===== config.mk =====
export PLATFORM = sky130hd
export DESIGN_NAME = tfg_traverse_generator
export DESIGN_NICKNAME = d
export VERILOG_FILES = /design/src/core/tfg_tick_gen.v /design/src/core/tfg_traverse_generator.v
export VERILOG_INCLUDE_DIRS = /design/src /design/src/core
export SDC_FILE = /design/constraint.sdc
export NUM_CORES = 2
export LEC_CHECK = 0
export ABC_AREA = 1
export BUFFER_PORTS_ARGS = -buffer_cell sky130_fd_sc_hd__buf_2
export CORE_MARGIN = 2
export CORE_UTILIZATION = 40
export CTS_BUF_LIST = sky130_fd_sc_hd__clkbuf_4 sky130_fd_sc_hd__clkbuf_8
export DETAILED_ROUTE_END_ITERATION = 12
export MAX_ROUTING_LAYER = met4
export PLACE_DENSITY_LB_ADDON = 0.05
export SLEW_MARGIN = 0
export SYNTH_ARGS = -nofsm -noshare
export SYNTH_HDL_FRONTEND = slang
export SYNTH_HIERARCHICAL = 1
export SYNTH_SLANG_ARGS = --single-unit

===== constraint.sdc =====
create_clock -name ref_clk -period 92.5 [get_ports ref_clk]
set_input_delay 9.25 -clock ref_clk [delete_from_list [all_inputs] [get_ports ref_clk]]
set_output_delay 9.25 -clock ref_clk [all_outputs]
set_load 0.01 [all_outputs]

===== src/core/tfg_consts.vh =====
// Constants of the traverse frequency generator: register offsets, reset values, timing.
// Assumes 25 MHz ref_clk; frequencies in 0.01 Hz, ratios in 0.1 %, times in 0.1 s.
`ifndef TFG_CONSTS_VH
`define TFG_CONSTS_VH

`define TFG_CLK_HZ 25000000
`define TFG_TIME_UNIT_PER_SEC 10
`define TFG_TENTH_CYCLES (`TFG_CLK_HZ / `TFG_TIME_UNIT_PER_SEC)
`define TFG_RATIO_FULL 1000
`define TFG_RATIO_MAX 16'h01F4
`define TFG_WAIT_MAX 16'hEA60
`define TFG_RAMP_MAX 16'h2710

`define TFG_OFS_FUNC_SEL 8'h00
`define TFG_OFS_PRESET_FREQ 8'h04
`define TFG_OFS_WAIT_TIME 8'h08
`define TFG_OFS_AMP_RATIO 8'h0C
`define TFG_OFS_JUMP_RATIO 8'h10
`define TFG_OFS_RISE_TIME 8'h14
`define TFG_OFS_FALL_TIME 8'h18
`define TFG_OFS_CENTRE_SET 8'h1C
`define TFG_OFS_FREQ_SET 8'h20
`define TFG_OFS_MAX_FREQ 8'h24
`define TFG_OFS_UPPER_LIMIT 8'h28
`define TFG_OFS_STATUS 8'h2C

`define TFG_RST_FUNC_SEL 16'h0000
`define TFG_RST_PRESET_FREQ 16'h03E8
`define TFG_RST_WAIT_TIME 16'h0000
`define TFG_RST_AMP_RATIO 16'h0064
`define TFG_RST_JUMP_RATIO 16'h0064
`define TFG_RST_RISE_TIME 16'h0064
`define TFG_RST_FALL_TIME 16'h0064
`define TFG_RST_CENTRE_SET 16'h03E8
`define TFG_RST_FREQ_SET 16'h0000
`define TFG_RST_MAX_FREQ 16'h1388
`define TFG_RST_UPPER_LIMIT 16'h1388

`define TFG_MODE_OFF 4'h0
`define TFG_MODE_ALWAYS 4'h1
`define TFG_MODE_TERMINAL 4'h2
`define TFG_AMP_VAR_BIT 8

`endif


===== src/core/tfg_tick_gen.v =====
// Tenth-of-a-second tick generator for the traverse frequency generator.
// Assumes a synchronous clear and a clock enable from the parent.
`timescale 1ns/1ps
module tfg_tick_gen #(
    parameter PERIOD = 2500000
) (
    input wire ref_clk,
    input wire rst_b,
    input wire ce,
    input wire clear,
    output reg tick
);
    reg [31:0] count;

    always @(posedge ref_clk or negedge rst_b) begin
        if (!rst_b) begin
            count <= 32'h00000000;
            tick <= 1'b0;
        end else if (ce) begin
            if (clear || count == PERIOD - 1) begin
                count <= 32'h00000000;
            end else begin
                count <= count + 32'h00000001;
            end
            tick <= !clear && (count == PERIOD - 1);
        end
    end
endmodule // tfg_tick_gen


===== src/core/tfg_traverse_generator.v =====
// Traverse (swing) frequency generator with its APB register file.
// Assumes APB master on ref_clk; runCmd and swingInput synchronous to ref_clk.
// What this block does
// - Low digit selects off, always, terminal
// - Terminal mode: swing when active, else preset
// - Always mode: preset for wait, then swing
// - Preset frequency before and outside swing
// - Fixed amplitude: ratio times maximum frequency
// - Variable amplitude: ratio times centre plus set
// - Jump down at upper, up at lower
// - Lower to upper in rise time
// - Upper to lower in fall time
// - Centre is centre setting plus set value
//
// Local design decisions: the placing of the registers and the APB register port.
`timescale 1ns/1ps
`include "tfg_consts.vh"
module tfg_traverse_generator #(
    parameter TENTH_CYCLES = `TFG_TENTH_CYCLES
) (
    input wire ref_clk,
    input wire rst_b,
    input wire ce,
    input wire psel,
    input wire penable,
    input wire pwrite,
    input wire [7:0] paddr,
    input wire [31:0] pwdata,
    output reg [31:0] prdata,
    output wire pready,
    output wire pslverr,
    input wire runCmd,
    input wire swingInput,
    output reg [15:0] freqOut,
    output reg swingActive
);
    localparam ST_IDLE = 3'h0;
    localparam ST_WAIT = 3'h1;
    localparam ST_RISE = 3'h2;
    localparam ST_FALL = 3'h3;
    localparam ST_PRESET = 3'h4;
    localparam ST_PASS = 3'h5;
    // Full 32 bits kept; the ramp products are formed at 40 bits below
    localparam [31:0] TENTH = TENTH_CYCLES;

    reg [15:0] funcSel;
    reg [15:0] presetFreq;
    reg [15:0] waitTime;
    reg [15:0] ampRatio;
    reg [15:0] jumpRatio;
    reg [15:0] riseTime;
    reg [15:0] fallTime;
    reg [15:0] centreSet;
    reg [15:0] freqSet;
    reg [15:0] maxFreq;
    reg [15:0] upperLimit;
    reg [2:0] state;
    reg [2:0] next_state;
    reg [15:0] next_freq;
    reg [15:0] waitCount;
    reg [15:0] next_waitCount;
    reg [39:0] acc;
    reg [39:0] next_acc;
    reg mapped;
    reg [15:0] rdWord;

    wire access = psel && penable && ce;
    wire wrEn = access && pwrite;
    wire [3:0] mode = funcSel[3:0];
    wire tick;
    wire waitClear = (state != ST_WAIT);

    // No wait states; a low clock enable stalls the bus as well
    assign pready = ce;
    assign pslverr = psel && penable && !mapped;

    // Tick count restarts on each wait entry, so a wait is never cut short
    tfg_tick_gen #(
        .PERIOD(TENTH_CYCLES)
    ) u_tick (
        .ref_clk(ref_clk),
        .rst_b(rst_b),
        .ce(ce),
        .clear(waitClear),
        .tick(tick)
    );

    // Writes above the documented ranges are clipped, so the arithmetic never overflows
    function [15:0] clip;
        input [15:0] v;
        input [15:0] lim;
        begin
            clip = (v > lim) ? lim : v;
        end
    endfunction

    always @(posedge ref_clk or negedge rst_b) begin
        if (!rst_b) begin
            funcSel <= `TFG_RST_FUNC_SEL;
            presetFreq <= `TFG_RST_PRESET_FREQ;
            waitTime <= `TFG_RST_WAIT_TIME;
            ampRatio <= `TFG_RST_AMP_RATIO;
            jumpRatio <= `TFG_RST_JUMP_RATIO;
            riseTime <= `TFG_RST_RISE_TIME;
            fallTime <= `TFG_RST_FALL_TIME;
            centreSet <= `TFG_RST_CENTRE_SET;
            freqSet <= `TFG_RST_FREQ_SET;
            maxFreq <= `TFG_RST_MAX_FREQ;
            upperLimit <= `TFG_RST_UPPER_LIMIT;
        end else if (wrEn) begin
            case (paddr)
                `TFG_OFS_FUNC_SEL: funcSel <= pwdata[15:0];
                `TFG_OFS_PRESET_FREQ: presetFreq <= clip(pwdata[15:0], upperLimit);
                `TFG_OFS_WAIT_TIME: waitTime <= clip(pwdata[15:0], `TFG_WAIT_MAX);
                `TFG_OFS_AMP_RATIO: ampRatio <= clip(pwdata[15:0], `TFG_RATIO_MAX);
                `TFG_OFS_JUMP_RATIO: jumpRatio <= clip(pwdata[15:0], `TFG_RATIO_MAX);
                `TFG_OFS_RISE_TIME: riseTime <= clip(pwdata[15:0], `TFG_RAMP_MAX);
                `TFG_OFS_FALL_TIME: fallTime <= clip(pwdata[15:0], `TFG_RAMP_MAX);
                `TFG_OFS_CENTRE_SET: centreSet <= clip(pwdata[15:0], upperLimit);
                `TFG_OFS_FREQ_SET: freqSet <= pwdata[15:0];
                `TFG_OFS_MAX_FREQ: maxFreq <= pwdata[15:0];
                `TFG_OFS_UPPER_LIMIT: upperLimit <= pwdata[15:0];
                default: upperLimit <= upperLimit;
            endcase
        end
    end

    always @* begin
        mapped = 1'b1;
        rdWord = 16'h0000;
        case (paddr)
            `TFG_OFS_FUNC_SEL: rdWord = funcSel;
            `TFG_OFS_PRESET_FREQ: rdWord = presetFreq;
            `TFG_OFS_WAIT_TIME: rdWord = waitTime;
            `TFG_OFS_AMP_RATIO: rdWord = ampRatio;
            `TFG_OFS_JUMP_RATIO: rdWord = jumpRatio;
            `TFG_OFS_RISE_TIME: rdWord = riseTime;
            `TFG_OFS_FALL_TIME: rdWord = fallTime;
            `TFG_OFS_CENTRE_SET: rdWord = centreSet;
            `TFG_OFS_FREQ_SET: rdWord = freqSet;
            `TFG_OFS_MAX_FREQ: rdWord = maxFreq;
            `TFG_OFS_UPPER_LIMIT: rdWord = upperLimit;
            `TFG_OFS_STATUS: rdWord = freqOut;
            default: mapped = 1'b0;
        endcase
    end

    // Status word carries the state code above the live frequency
    always @(posedge ref_clk or negedge rst_b) begin
        if (!rst_b) begin
            prdata <= 32'h00000000;
        end else if (ce && psel && !penable && !pwrite) begin
            if (paddr == `TFG_OFS_STATUS) begin
                prdata <= {13'h0000, state, rdWord};
            end else begin
                prdata <= {16'h0000, rdWord};
            end
        end
    end

    // Boundary arithmetic, all by constant division; a fresh word every cycle
    // Limits follow a later drop of the upper frequency limit too
    wire [15:0] presetEff = (presetFreq > upperLimit) ? upperLimit : presetFreq;
    wire [15:0] centreEff = (centreSet > upperLimit) ? upperLimit : centreSet;
    wire [16:0] centre = {1'b0, centreEff} + {1'b0, freqSet};
    wire [16:0] ampBase = funcSel[`TFG_AMP_VAR_BIT] ? centre : {1'b0, maxFreq};
    wire [32:0] ampProd = ampBase * ampRatio;
    wire [32:0] ampQuot = ampProd / `TFG_RATIO_FULL;
    // Ratio capped at half scale, so the quotient always fits 17 bits
    wire [16:0] amp = ampQuot[16:0];
    wire [32:0] jumpProd = amp * jumpRatio;
    wire [32:0] jumpQuot = jumpProd / `TFG_RATIO_FULL;
    wire [16:0] jump = jumpQuot[16:0];
    wire [17:0] highRaw = {1'b0, centre} + {1'b0, amp};
    wire [15:0] high = (highRaw > 18'h0FFFF) ? 16'hFFFF : highRaw[15:0];
    wire [15:0] low = (amp >= centre) ? 16'h0000 : centre[15:0] - amp[15:0];
    // Jumps clamp to the far boundary when the jump exceeds the span
    wire [17:0] upAfterJump = {2'b00, low} + {1'b0, jump};
    wire [15:0] lowJump = (upAfterJump > {2'b00, high}) ? high : upAfterJump[15:0];
    wire [15:0] highJump = (jump >= {1'b0, high} - {1'b0, low}) ? low : high - jump[15:0];
    wire [15:0] span = high - low;
    wire [39:0] risePeriod = {24'h000000, riseTime} * {8'h00, TENTH};
    wire [39:0] fallPeriod = {24'h000000, fallTime} * {8'h00, TENTH};
    wire [39:0] accStep = acc + {24'h000000, span};
    wire waitDone = (waitCount >= waitTime);
    // A zero ramp time means an instant jump rather than a stalled ramp
    wire atTop = (freqOut >= high) || (riseTime == 16'h0000);
    wire atBottom = (freqOut <= low) || (fallTime == 16'h0000);
    wire swingWanted = (mode == `TFG_MODE_ALWAYS) ||
        (mode == `TFG_MODE_TERMINAL && swingInput);
    wire [15:0] centreOut = (centre > 17'h0FFFF) ? 16'hFFFF : centre[15:0];

    always @* begin
        next_state = state;
        next_freq = freqOut;
        next_acc = acc;
        next_waitCount = waitCount;
        case (state)
            ST_IDLE: begin
                next_freq = 16'h0000;
                if (runCmd) begin
                    if (mode == `TFG_MODE_ALWAYS) begin
                        next_state = ST_WAIT;
                        next_waitCount = 16'h0000;
                    end else if (mode == `TFG_MODE_TERMINAL) begin
                        next_state = ST_PRESET;
                    end else begin
                        next_state = ST_PASS;
                    end
                    next_freq = presetEff;
                end
            end
            ST_WAIT: begin
                next_freq = presetEff;
                if (waitDone) begin
                    next_state = ST_RISE;
                    next_freq = centreOut;
                    next_acc = 40'h0000000000;
                end else if (tick) begin
                    next_waitCount = waitCount + 16'h0001;
                end
            end
            ST_PRESET: begin
                // The wait time plays no part in terminal mode
                next_freq = presetEff;
                if (swingInput) begin
                    next_state = ST_RISE;
                    next_freq = centreOut;
                    next_acc = 40'h0000000000;
                end
            end
            ST_RISE: begin
                if (atTop) begin
                    next_freq = highJump;
                    next_state = ST_FALL;
                    next_acc = 40'h0000000000;
                end else if (accStep >= risePeriod) begin
                    // One unit per cycle at most; with the default TENTH_CYCLES the period always exceeds span here
                    next_acc = accStep - risePeriod;
                    next_freq = freqOut + 16'h0001;
                end else begin
                    next_acc = accStep;
                end
            end
            ST_FALL: begin
                if (atBottom) begin
                    next_freq = lowJump;
                    next_state = ST_RISE;
                    next_acc = 40'h0000000000;
                end else if (accStep >= fallPeriod) begin
                    next_acc = accStep - fallPeriod;
                    next_freq = freqOut - 16'h0001;
                end else begin
                    next_acc = accStep;
                end
            end
            ST_PASS: begin
                // Traverse off: the set value passes straight through
                next_freq = freqSet;
                if (mode != `TFG_MODE_OFF) begin
                    next_state = ST_IDLE;
                end
            end
            default: begin
                next_state = ST_IDLE;
            end
        endcase
        // Leaving swing falls back to the preset frequency; a stop always wins
        if (state == ST_RISE || state == ST_FALL) begin
            if (!swingWanted) begin
                next_state = (mode == `TFG_MODE_TERMINAL) ? ST_PRESET : ST_IDLE;
                next_freq = presetEff;
            end
        end
        if (state == ST_WAIT && mode != `TFG_MODE_ALWAYS) begin
            next_state = ST_IDLE;
        end
        if (state == ST_PRESET && mode != `TFG_MODE_TERMINAL) begin
            next_state = ST_IDLE;
        end
        if (!runCmd) begin
            next_state = ST_IDLE;
            next_freq = 16'h0000;
        end
    end

    // Swing flag is taken from the next state so it lines up with freqOut

    always @(posedge ref_clk or negedge rst_b) begin
        if (!rst_b) begin
            state <= ST_IDLE;
            freqOut <= 16'h0000;
            acc <= 40'h0000000000;
            waitCount <= 16'h0000;
            swingActive <= 1'b0;
        end else if (ce) begin
            state <= next_state;
            freqOut <= next_freq;
            acc <= next_acc;
            waitCount <= next_waitCount;
            swingActive <= (next_state == ST_RISE) || (next_state == ST_FALL);
        end
    end
endmodule // tfg_traverse_generator


==> run_results.csv <==
group,metric,value,unit
logic_synthesis,synth_area_leaders,"fa_1, ha_1, nand2_1",
critical_path,slowest_stage,"inv_1",
finish,syn_to_final_growth,6.26,%
critical_path,r2r_end,"freqOut[14]",
sta,min_period,53.10,ns
logic_synthesis,ys_seq_elements,304,
die,die_area,172000,sq um
route,avgViaCountPerCell,5.24,
logic_synthesis,synthSimpleGateAreaFrac,26.7,%
route,via_count,61100,
logic_synthesis,synth_flop_cell,"dfrtp_1",
logic_synthesis,synth_top_family_by_area,"adder cells",
global_routing,grt_max_degree,72,
clock_network,cts_hold_buffers,0,
sta,rsz0062_at_grt,"no",
clock_network,cts_tree,"done",
clock_network,ctsRootBufferMaster,"clkbuf_8",
die,rows,150,
critical_path,cp_num_buf_inv,35,
sta,worstMarginPinSlew,1.22,ns
logic_synthesis,syn_inst,9396,
route,totalWireLength,238,mm
sta,timing.final.crit_share,57.4,%
finish,fin_area,71700,sq um
logic_synthesis,synth_top_area_share,16.5,%
critical_path,cp-end-kind,"flop",
critical_path,reg2regPathDepth,314,
logic_synthesis,synth_cell_type_count,94,
logic_synthesis,ys_seq_area_share,11.3,%
finish,num-nets-final,10800,
logic_synthesis,synthMuxAreaShare,0,%
clock_network,cts_setup_buffers,0,
global_routing,grt_remaining_overflow,0,
outcome,outcome,"finished clean",
global_routing,grt_pass1_wl,362,mm
die,pin_count,99,
place,gp_congestion,0.978,
critical_path,critical-path-top-delay-family,"simple AND/OR/NAND/NOR gates",
sta,skew,0.0594,ns
critical_path,startpoint,"upperLimit[3]",
sta,timing.fmax,18.8,MHz
clock_network,post_cts_resized,0,
logic_synthesis,async_reset_ff_share,100,%
critical_path,worstSetupPathDepth,314,
critical_path,cp.arrival,53.78,ns
critical_path,r2r_setup_slack,39.40,ns
place,dpl_cell_area,70100,sq um
die,core_area,167000,sq um
global_routing,antenna_found_initial,17,
sta,slew_violations,0,
place,io_buffers,69,
global_routing,grt_util_all_layers,28.1,%
critical_path,crit_path_max_incr_delay,0.70,ns
logic_synthesis,syn_avg_cell_area,7.18,sq um
sta,finalSetupTns,0,ns
clock_network,htree_levels,3,
finish,drive_gt1_share,11.6,%
logic_synthesis,synth-compound-area-share,13.4,%
critical_path,cp-start-kind,"flop",
die,floorplan.die.height,415,microns
min_path,min_path_type,"flop to flop",
logic_synthesis,synth_top_cell_by_area,"fa_1",
logic_synthesis,synth_edf_count,0,
critical_path,crit_top_cell,"nand2_2",
clock_network,cts.sinks,304,
place,pre_cts_ws,39.47,ns
clock_network,clkTransAtPathRegs,0.07,ns
sta,hold_viol,0,
logic_synthesis,synth_area,67500,sq um
global_routing,grt_pass1_vias,60400,
place,place_hpwl,200,mm
critical_path,endpoint,"freqOut[14]",
sta,finalSetupViolations,0,
route,first_pass_iters,6,
logic_synthesis,synth_common_cells,"nand2_1, inv_1, ha_1",
die,initial_core_util,40.3,%
logic_synthesis,yosysWarnings,6,
clock_network,cts_inserted_buffers,68,
route,drc,0,
critical_path,critPathKind,"flop to flop",
sta,worst_slack,39.40,ns
critical_path,crit_fanout,32,
die,die_w,415,microns
finish,fillers,17700,
clock_network,clkLatencyLatePin,0.78,ns
logic_synthesis,synth_most_common_cell,"nand2_1",
critical_path,cp.required,93.18,ns
sta,max_slew_margin,18.1,%
logic_synthesis,synth_fa_ha_area_share,32.2,%
logic_synthesis,synth-xor-area-share,4.59,%
job,cap_violations,0,
route,drt_iter0_markers,4093,
route,avgRoutedWirePerCell,20.4,microns
clock_network,ctsLongestPathBuffers,3,
route,ant_nets,0,
critical_path,r2r_start,"upperLimit[3]",
## cells in the final DEF, fill, tap and decap left out, drive strengths merged, types with 73 or more instances in the layout
cell and instances:
o21bai 92, xor2 260, buf 130, ha 843, fa 557, inv 1787
nand2 2216, nand4 73, xnor2 93, dfrtp 270, clkbuf 105, a21oi 456
o21ai 607, nand3 535, nor2 813, nor3 77
## cell type report
| cell class | instances | area, sq um | share of cell area [%] |
|---|---|---|---|
| Clock inverter | 14 | 210 | 0.293 |
| Antenna cell | 15 | 37.5 | 0.0524 |
| Multi-Input combinational cell | 7062 | 51900 | 72.4 |
| Sequential cell | 304 | 7650 | 10.7 |
| Tap cell | 2204 | 2760 | 3.85 |
| Clock buffer | 105 | 1350 | 1.88 |
| Inverter | 1835 | 6980 | 9.74 |
| Timing Repair Buffer | 130 | 813 | 1.13 |
## registers in the layout, indices dropped and copies added (netlist names)
| register | flops |
|---|---|
| ampRatio | 16 |
| u_tick/count | 32 |
| jumpRatio | 16 |
| freqOut | 16 |
| maxFreq | 16 |
| waitTime | 16 |
| presetFreq | 16 |
| upperLimit | 16 |
| state | 3 |
| swingActive | 1 |
| waitCount | 16 |
| funcSel | 16 |
| u_tick/tick | 1 |
| centreSet | 16 |
| acc | 40 |
| freqSet | 16 |
| prdata | 19 |
| fallTime | 16 |
| riseTime | 16 |
## worst min-delay path by stage
stage / start / endpoint / cells past startpoint
final: prdata[6] / prdata[6] / 1
after global routing: waitCount[15] / waitCount[15] / 1
after CTS: prdata[3] / prdata[3] / 1
after detailed placement: prdata[3] / prdata[3] / 1
after global placement: prdata[6] / prdata[6] / 1
after floorplan: waitCount[15] / waitCount[15] / 1
## stage by stage
stage	util (%)	cells	hold WS, ns
final	42.8	11700	0.479
after CTS	42.8	11700	0.484
after global routing	42.8	11700	0.499
after global placement	41.9	11500	0.459
after detailed placement	41.9	11500	0.461
after floorplan	-	9408	0.437
## kinds of logic (layout without fill, tap and decap cells)
group	Yosys count	count (layout)
AND/OR/NAND/NOR	3807	3807
buffers and inverters	2042	2084
AO/OA/AOI/OAI	1489	1489
adder cells (fa/ha/maj)	1400	1400
XOR/XNOR	353	353
flip-flops	304	304
other	1	28
## worst register-to-register path, delay by kind of cell, from the launching register on
kind	cells	cell delay, ns
compound gates	51	10.28
xor+xnor	1	0.42
fa+ha+maj	20	9.05
buf+inv	35	5.64
flops	1	0.54
simple gates	207	27.18
## routing by layer
metal	GRT usage, %	part of all wire (%)
met5	-	0
met4	10.2	4.1
met1	36.9	45
met2	45.2	46
met3	2.55	4.8
Power is not shown: default switching activity piles up to over one toggle a cycle in this logic, so the estimate is an artifact.
